## config.mk

```make
export PLATFORM = sky130hd
export DESIGN_NAME = wrunc_ctrl
export DESIGN_NICKNAME = d
export VERILOG_FILES = /design/src/hdl/wrunc_pkg.sv /design/src/hdl/mark_store.sv /design/src/hdl/wrunc_ctrl.sv
export SDC_FILE = /design/constraint.sdc
export NUM_CORES = 2
export LEC_CHECK = 0
export BUFFER_PORTS_ARGS = -buffer_cell sky130_fd_sc_hd__buf_4
export CAP_MARGIN = 20
export CORE_MARGIN = 4
export CORE_UTILIZATION = 35
export DETAILED_ROUTE_END_ITERATION = 12
export PLACE_DENSITY = 0.58
export SYNTH_ARGS = -nofsm -noshare
export SYNTH_HDL_FRONTEND = slang
export SYNTH_SLANG_ARGS = --single-unit
```

## constraint.sdc

```tcl
create_clock -name I_CLOCK -period 56.4 [get_ports I_CLOCK]
set_input_delay 5.64 -clock I_CLOCK [delete_from_list [all_inputs] [get_ports I_CLOCK]]
set_output_delay 5.64 -clock I_CLOCK [all_outputs]
set_load 0.01 [all_outputs]
```

## src/hdl/wrunc_pkg.sv

```systemverilog
// Package for the mark-uncorrectable command block: opcodes, options, bit positions, types.
// Assumes a single 250 MHz controller clock and a synchronous active-high reset.
package wrunc_pkg;

  // ****************************************************************
  // Command and option codes
  // ****************************************************************
  localparam logic [7:0] CMD_MARK_UNC = 8'h45;
  localparam logic [7:0] OPT_PSEUDO = 8'h55;
  localparam logic [7:0] OPT_FLAGGED = 8'haa;

  // ****************************************************************
  // Error and status bit positions
  // ****************************************************************
  localparam int ERR_ADDR_MARK_MISSING_BIT = 0;
  localparam int ERR_TIMEOUT_BIT = 1;
  localparam int ERR_ABORTED_BIT = 2;
  localparam int ERR_ID_NOT_FOUND_BIT = 4;
  localparam int ERR_UNC_BIT = 6;
  localparam int ST_ERR_BIT = 0;
  localparam int ST_DSC_BIT = 4;
  localparam int ST_RDY_BIT = 6;
  localparam int ST_BSY_BIT = 7;

  // ****************************************************************
  // Reset values and timing
  // ****************************************************************
  localparam logic [7:0] ERROR_FLAGS_RST = 8'h00;
  localparam logic [7:0] STATUS_RST = 8'h50;
  localparam int RECOVERY_NS = 40;
  localparam int CLK_PERIOD_NS = 4;
  localparam int RECOVERY_CYCLES = (RECOVERY_NS + CLK_PERIOD_NS - 1) / CLK_PERIOD_NS;
  localparam logic [16:0] COUNT_ZERO_MEANS = 17'h10000;

  // ****************************************************************
  // Carriers
  // ****************************************************************
  typedef struct packed {
    logic [7:0] feature;
    logic [7:0] count_cur;
    logic [7:0] count_prev;
    logic [7:0] sect_cur;
    logic [7:0] sect_prev;
    logic [7:0] cyl_lo_cur;
    logic [7:0] cyl_lo_prev;
    logic [7:0] cyl_hi_cur;
    logic [7:0] cyl_hi_prev;
    logic [7:0] command;
  } taskfile_t;

  typedef struct packed {
    logic valid;
    logic is_write;
    logic [47:0] lba;
    logic defect;
  } media_req_t;

  typedef enum logic [2:0] {
    ST_IDLE = 3'b000,
    ST_MARK = 3'b001,
    ST_DONE = 3'b011,
    ST_RECOVER = 3'b010,
    ST_ACCESS_DONE = 3'b110
  } state_t;

endpackage : wrunc_pkg

```

## src/hdl/mark_store.sv

```systemverilog
// Sector mark memory: one pseudo and one flagged bit per tracked sector.
// Assumes the backing array is held by always-on retained storage.
`timescale 1ns/1ps
module mark_store #(
  parameter int ADDR_W = 10
) (
  input wire logic i_clk,
  input wire logic i_srst,
  input wire logic i_set_en,
  input wire logic i_set_pseudo,
  input wire logic [ADDR_W-1:0] i_set_addr,
  input wire logic i_clr_en,
  input wire logic [ADDR_W-1:0] i_clr_addr,
  input wire logic [ADDR_W-1:0] i_rd_addr,
  output logic o_pseudo,
  output logic o_flagged
);

  logic [1:0] marks_q [0:(1<<ADDR_W)-1];

  // ****************************************************************
  // Storage; reset does not clear marks so they persist.
  // ****************************************************************
  always_ff @(posedge i_clk)
  begin
    if (i_set_en)
    begin
      marks_q[i_set_addr] <= {~i_set_pseudo, i_set_pseudo} | marks_q[i_set_addr];
    end
    if (i_clr_en && !(i_set_en && i_set_addr == i_clr_addr))
    begin
      marks_q[i_clr_addr] <= 2'h0;
    end
  end

  always_ff @(posedge i_clk)
  begin
    if (i_srst)
    begin
      o_pseudo <= 1'b0;
      o_flagged <= 1'b0;
    end
    else
    begin
      o_pseudo <= marks_q[i_rd_addr][0];
      o_flagged <= marks_q[i_rd_addr][1];
    end
  end

endmodule : mark_store

```

## src/hdl/wrunc_ctrl.sv

```systemverilog
// Command interpreter for the mark-uncorrectable command and media access checking.
// Assumes task-file values and media requests come from same-clock controller logic.
`timescale 1ns/1ps
// What this block does
// - Opcode 45h starts the mark command using 48-bit current and previous registers.
// - Feature 55h marks every sector of the containing physical block, logged.
// - Reads of pseudo marked sectors run full recovery, then report data error.
// - Feature AAh flags only addressed sectors; later reads report data error.
// - Any other feature value aborts the command.
// - Sector count is previous:current; zero means 65,536 sectors.
// - Start address assembled from current and previous address registers.
// - First error address returned in low and high address byte banks.
// - Every read-type command reports data error on a marked sector.
// - A write to a marked sector clears its mark.
// - A real defect reports error status matching that defect.
// - Marks are kept in retained storage across power cycles.
// - A command that cannot be carried out is aborted, never partial.
// - Completion shows busy, fault, corrected clear; only id, abort and uncorrectable errors.
module wrunc_ctrl #(
  parameter int ADDR_W = 10,
  parameter int BLOCK_SHIFT = 3
) (
  input wire logic I_CLOCK,
  input wire logic I_SRST,
  input wire logic i_cmd_valid,
  input wire wrunc_pkg::taskfile_t i_taskfile,
  input wire wrunc_pkg::media_req_t i_media,
  input wire logic i_hob,
  output logic o_busy,
  output logic o_done,
  output logic [7:0] o_error_flags,
  output logic [7:0] o_command_status,
  output logic [7:0] o_sect_rd,
  output logic [7:0] o_cyl_lo_rd,
  output logic [7:0] o_cyl_hi_rd
);

  if (ADDR_W < 1 || ADDR_W > 20 || BLOCK_SHIFT < 0 || BLOCK_SHIFT > ADDR_W)
  begin : g_bad_params
    $error("wrunc_ctrl: bad parameters");
  end

  wrunc_pkg::state_t state_q;
  logic [47:0] lba_q;
  logic [47:0] last_q;
  logic [47:0] err_lba_q;
  logic [16:0] left_q;
  logic pseudo_q;
  logic is_write_q;
  logic defect_q;
  logic [7:0] rec_cnt_q;
  logic [47:0] start_lba;
  logic [16:0] count;
  logic [47:0] blk_mask;
  logic set_en;
  logic clr_en;
  logic [ADDR_W-1:0] rd_addr;
  logic mark_pseudo;
  logic mark_flagged;
  logic access_wait_q;
  logic abort_mark_q;

  // ****************************************************************
  // Decoding helpers
  // ****************************************************************
  function automatic logic option_ok(input logic [7:0] f);
    option_ok = (f == wrunc_pkg::OPT_PSEUDO) || (f == wrunc_pkg::OPT_FLAGGED);
  endfunction : option_ok

  function automatic logic [ADDR_W-1:0] slot(input logic [47:0] a);
    slot = a[ADDR_W-1:0];
  endfunction : slot

  assign start_lba = {i_taskfile.cyl_hi_prev, i_taskfile.cyl_lo_prev, i_taskfile.sect_prev,
                      i_taskfile.cyl_hi_cur, i_taskfile.cyl_lo_cur, i_taskfile.sect_cur};
  assign count = ({i_taskfile.count_prev, i_taskfile.count_cur} == 16'h0000) ?
                 wrunc_pkg::COUNT_ZERO_MEANS :
                 {1'b0, i_taskfile.count_prev, i_taskfile.count_cur};
  assign blk_mask = ~((48'h1 << BLOCK_SHIFT) - 48'h1);

  logic cmd_start;
  logic cmd_bad;
  logic mark_range_bad;
  assign cmd_start = (state_q == wrunc_pkg::ST_IDLE) && i_cmd_valid &&
                     (i_taskfile.command == wrunc_pkg::CMD_MARK_UNC);
  assign cmd_bad = !option_ok(i_taskfile.feature);
  assign mark_range_bad = (start_lba + {31'h0, count} - 48'h1) >= (48'h1 << ADDR_W);

  logic media_start;
  assign media_start = (state_q == wrunc_pkg::ST_IDLE) && !i_cmd_valid && i_media.valid;

  // ****************************************************************
  // Mark storage
  // ****************************************************************
  assign set_en = (state_q == wrunc_pkg::ST_MARK) && (left_q != 17'h0);
  assign clr_en = (state_q == wrunc_pkg::ST_ACCESS_DONE) && is_write_q;
  assign rd_addr = slot(lba_q);

  mark_store #(
    .ADDR_W(ADDR_W)
  ) u_store (
    .i_clk(I_CLOCK),
    .i_srst(I_SRST),
    .i_set_en(set_en),
    .i_set_pseudo(pseudo_q),
    .i_set_addr(slot(lba_q)),
    .i_clr_en(clr_en),
    .i_clr_addr(slot(lba_q)),
    .i_rd_addr(rd_addr),
    .o_pseudo(mark_pseudo),
    .o_flagged(mark_flagged)
  );

  // ****************************************************************
  // Sequencer
  // ****************************************************************
  always_ff @(posedge I_CLOCK)
  begin
    if (I_SRST)
    begin
      state_q <= wrunc_pkg::ST_IDLE;
    end
    else
    begin
      case (state_q)
        wrunc_pkg::ST_IDLE:
        begin
          if (cmd_start)
          begin
            state_q <= (cmd_bad || mark_range_bad) ? wrunc_pkg::ST_DONE : wrunc_pkg::ST_MARK;
          end
          else if (media_start)
          begin
            state_q <= wrunc_pkg::ST_RECOVER;
          end
        end
        wrunc_pkg::ST_MARK:
        begin
          if (left_q == 17'h0 || lba_q == last_q)
          begin
            state_q <= wrunc_pkg::ST_DONE;
          end
        end
        wrunc_pkg::ST_RECOVER:
        begin
          if (!access_wait_q)
          begin
            state_q <= wrunc_pkg::ST_ACCESS_DONE;
          end
        end
        wrunc_pkg::ST_ACCESS_DONE:
        begin
          state_q <= wrunc_pkg::ST_IDLE;
        end
        wrunc_pkg::ST_DONE:
        begin
          state_q <= wrunc_pkg::ST_IDLE;
        end
        default:
        begin
          state_q <= wrunc_pkg::ST_IDLE;
        end
      endcase
    end
  end

  // ****************************************************************
  // Address walk
  // ****************************************************************
  always_ff @(posedge I_CLOCK)
  begin
    if (I_SRST)
    begin
      lba_q <= 48'h0;
      last_q <= 48'h0;
      left_q <= 17'h0;
      pseudo_q <= 1'b0;
      is_write_q <= 1'b0;
      defect_q <= 1'b0;
    end
    else if (cmd_start)
    begin
      pseudo_q <= (i_taskfile.feature == wrunc_pkg::OPT_PSEUDO);
      if (i_taskfile.feature == wrunc_pkg::OPT_PSEUDO)
      begin
        lba_q <= start_lba & blk_mask;
        last_q <= (start_lba + {31'h0, count} - 48'h1) | ~blk_mask;
        left_q <= 17'h1ffff;
      end
      else
      begin
        lba_q <= start_lba;
        last_q <= start_lba + {31'h0, count} - 48'h1;
        left_q <= count;
      end
    end
    else if (media_start)
    begin
      lba_q <= i_media.lba;
      is_write_q <= i_media.is_write;
      defect_q <= i_media.defect;
    end
    else if (set_en && lba_q != last_q)
    begin
      lba_q <= lba_q + 48'h1;
      left_q <= left_q - 17'h1;
    end
  end

  // ****************************************************************
  // Recovery wait for reads of pseudo marked sectors
  // ****************************************************************
  always_ff @(posedge I_CLOCK)
  begin
    if (I_SRST)
    begin
      rec_cnt_q <= 8'h0;
      access_wait_q <= 1'b0;
    end
    else if (media_start)
    begin
      rec_cnt_q <= 8'h0;
      access_wait_q <= 1'b1;
    end
    else if (state_q == wrunc_pkg::ST_RECOVER)
    begin
      // The mark output lags the address by one cycle, so the first cycle is skipped.
      if (rec_cnt_q != 8'h0 &&
          (is_write_q || !mark_pseudo || rec_cnt_q == 8'(wrunc_pkg::RECOVERY_CYCLES)))
      begin
        access_wait_q <= 1'b0;
      end
      rec_cnt_q <= rec_cnt_q + 8'h1;
    end
  end

  // ****************************************************************
  // Status, error and error address reporting
  // ****************************************************************
  always_ff @(posedge I_CLOCK)
  begin
    if (I_SRST)
    begin
      o_error_flags <= wrunc_pkg::ERROR_FLAGS_RST;
      o_command_status <= wrunc_pkg::STATUS_RST;
      o_done <= 1'b0;
      o_busy <= 1'b0;
      err_lba_q <= 48'h0;
    end
    else
    begin
      o_done <= 1'b0;
      o_busy <= (state_q != wrunc_pkg::ST_IDLE) || cmd_start || media_start;
      if (cmd_start || media_start)
      begin
        o_command_status <= 8'h80;
        o_error_flags <= 8'h00;
      end
      else if (state_q == wrunc_pkg::ST_DONE)
      begin
        o_done <= 1'b1;
        o_error_flags <= 8'h00;
        o_command_status <= wrunc_pkg::STATUS_RST;
        if (abort_mark_q)
        begin
          o_error_flags[wrunc_pkg::ERR_ABORTED_BIT] <= 1'b1;
          o_command_status[wrunc_pkg::ST_ERR_BIT] <= 1'b1;
          err_lba_q <= 48'h0;
        end
      end
      else if (state_q == wrunc_pkg::ST_ACCESS_DONE)
      begin
        o_done <= 1'b1;
        o_command_status <= wrunc_pkg::STATUS_RST;
        o_error_flags <= 8'h00;
        if (defect_q)
        begin
          o_error_flags[wrunc_pkg::ERR_UNC_BIT] <= 1'b1;
          o_command_status[wrunc_pkg::ST_ERR_BIT] <= 1'b1;
          err_lba_q <= lba_q;
        end
        else if (!is_write_q && (mark_pseudo || mark_flagged))
        begin
          o_error_flags[wrunc_pkg::ERR_UNC_BIT] <= 1'b1;
          o_command_status[wrunc_pkg::ST_ERR_BIT] <= 1'b1;
          err_lba_q <= lba_q;
        end
      end
    end
  end

  always_ff @(posedge I_CLOCK)
  begin
    if (I_SRST)
    begin
      abort_mark_q <= 1'b0;
    end
    else if (cmd_start)
    begin
      abort_mark_q <= cmd_bad || mark_range_bad;
    end
  end

  always_ff @(posedge I_CLOCK)
  begin
    if (I_SRST)
    begin
      o_sect_rd <= 8'h00;
      o_cyl_lo_rd <= 8'h00;
      o_cyl_hi_rd <= 8'h00;
    end
    else
    begin
      o_sect_rd <= i_hob ? err_lba_q[31:24] : err_lba_q[7:0];
      o_cyl_lo_rd <= i_hob ? err_lba_q[39:32] : err_lba_q[15:8];
      o_cyl_hi_rd <= i_hob ? err_lba_q[47:40] : err_lba_q[23:16];
    end
  end

endmodule : wrunc_ctrl

```

==> out/results.ini <==
[status]
run_status=completed

[synthesis]
synth_top_cell_area_share_pct=63.04
synth-edff-count=2048
synth_area_leaders=edfxtp_1 63%, mux4_2 14%, nor2_1 4.7%
yosys.area.top_type=edfxtp_1
yosys_warnings=0
synthCells=6336
synth.cell_area_um2=97560
ys_seq_elements=2268
ys_types=78
synth_seq_area_share_pct=67.55
ys.flop_type=edfxtp_1
avgSynthCellArea_um2=15.40
yosysMostFrequentCell=edfxtp_1
ys_async_sr_fraction_pct=0
synth_common_cells=2,048 x edfxtp_1, 1,227 x nor2_1, 609 x mux4_2

[cts]
h-tree-depth=4
cts-resized-gates=0
cts_tree=done
clkSlewWorstSetupHoldPaths_ps=60
numCtsBuffers=226
clk_path_buf_depth=3
clockRootBuffer=clkbuf_16
post_cts_buffers=0
hold_buffers=0
cts.sinks=2268
clkLatencyLatePin_ps=900

[grt]
grt_max_degree=252
grt_use_total_pct=18.48
grt_pass1_wl_um=394400
antenna_found_initial=4
grt_overflow=0
first_global_vias=57280

[route]
drt-met1-wl_um=114700
vias=56700
avgRoutedWirePerCell_um=26.31
wl_met2_um=128000
finalWirelength_um=270100
remaining_drc_errors=0
ant_nets=0
wl_met3_um=19620
drt-vias-per-instance=5.523
dr.first_iter.drc_count=6368
top_layer_used=met4
first_pass_iters=6

[timing]
rsz0062_at_grt=no
relSlewSlack_pct=14.95
tightest_slew_ps=1276
fmax_ghz=0.1043
hold_violations=0
slew_viol_final=0
clock_skew_ps=80.13
setup_violations=0
period_share_pct=17.01
tns_ps=0
period_needed_ps=9591

[floorplanning]
dieArea_um2=287300
ioPinCount=177
die_h_um=536.0
die_w_um=536.0
initial_utilization_pct=35.22
row_count=193
core-area_um2=277000

[worst_setup_path]
arrival_ps=9930
start_kind=register
critical-path-slowest-cell=a221oi_1
worst_path_most_repeated_cell=buf_4
cp_top_family=buffers and inverters
critPathMaxStageDelay_ps=970
worstSetupEndpointType=register
required_ps=56740
crit_chain=buf_4, buf_4, buf_4, buf_4, mux4_2, nor2b_1, a211oi_1, a21oi_1, a211o_1, a221oi_1, nor4_1, a21oi_1, nand3_1, o21a_4, buf_4, buf_12
crit_type=register to register
worstPathMaxFanout=232
worst-path-buf-inv=6

[placed_design]
io_buffer_count=166
placed_area_um2=102700
hpwl_um=161200
gp_congestion=0.9293

[power]
p_leak_nw=36.25
peakVddDrop_mv=0.03346
power_density_nw_per_um2=33.88

[cells_and_area]
drive_above_1_share_pct=20.08
nets=6571
fin_util_pct=39.88
area_growth_pct=13.21
final_area_um2=110400

[hold_path]
hp-class=register to register

[job]
cap_violations=0

stage by stage:
stage / worst slack (ps) / hold WS, ps / instances / power [W]
floorplan: 4702 / 431.2 / 6345 / 0.002238
global placement: 46150 / 437.8 / 9816 / 0.002262
detailed placement: 46220 / 444.4 / 9830 / 0.002267
CTS: 47040 / 452.0 / 10250 / 0.003764
global route: 46610 / 471.6 / 10260 / 0.003865
finish: 46810 / 449.5 / 10270 / 0.003742
layout make-up:
class	instances	area, µm²
fillers	25230	166500
repair buffers	305	2821
diodes	1	2.502
inverters	120	450.4
clock buffers	283	5993
well taps	3705	4636
clock inverters	140	1468
multi-input cells	3443	29150
flip-flops and latches	2268	65930
state kept, by name, indices dropped and copies added, names as in the netlist, named ones only:
register	flops
left_q	17
access_wait_q	1
err_lba_q	48
o_busy	1
last_q	48
o_sect_rd	8
u_store.o_flagged	1
rec_cnt_q	8
o_command_status	3
u_store.marks_q	2048
defect_q	1
o_error_flags	2
o_cyl_lo_rd	8
o_done	1
is_write_q	1
lba_q	48
pseudo_q	1
abort_mark_q	1
u_store.o_pseudo	1
state_q	3
o_cyl_hi_rd	8
worst paths after layout:
kind	end	cells past startpoint	from	slack [ps]
worst max-delay path	u_store.marks_q[274][0]	16	register	46810
worst min-delay path	err_lba_q[14]	2	err_lba_q[14]	450
worst max register to register	u_store.marks_q[274][0]	16	register	46810
worst min register to register	err_lba_q[14]	2	err_lba_q[14]	450
layer usage:
layer / global-route usage, % / vias up
met3: 3.136 / 405
li1: - / 24310
met5: 0 / -
met1: 26.11 / 29690
met4: 5.086 / 0
met2: 29.55 / 2289
report_power, final:
group | internal, W | leakage (nW) | switching, W
Clock | 0.000848 | 3.60 | 0.000661
Combinational | 0.0000947 | 9.54 | 0.000216
Sequential | 0.00191 | 23.1 | 0.0000158
worst min-delay path, cell delays in order (launching register included):
cell and delay, ps:
dfxtp_1 310, nand2_1 50, a21oi_1 50
cell families after synthesis:
family | count (synthesis) | synth area share (%)
flops | 2268 | 67.55
simple gates | 1929 | 8.326
mux | 722 | 15.23
buf+inv | 634 | 3.014
compound gates | 586 | 3.831
xor+xnor | 124 | 1.113
fa+ha+maj | 72 | 0.9311
other cells | 1 | 0.003844
cell usage in the layout, fill, tap and decap left out, types with 103 or more instances in the layout:
cell type / count
a21oi_1: 217
buf_4: 271
clkbuf_16: 229
dfxtp_1: 214
edfxtp_1: 2048
inv_1: 120
mux2i_1: 103
mux4_2: 609
nand2_1: 288
nand3_1: 105
nor2_1: 1225
No activity file was read; power rests on OpenSTA's default activity.
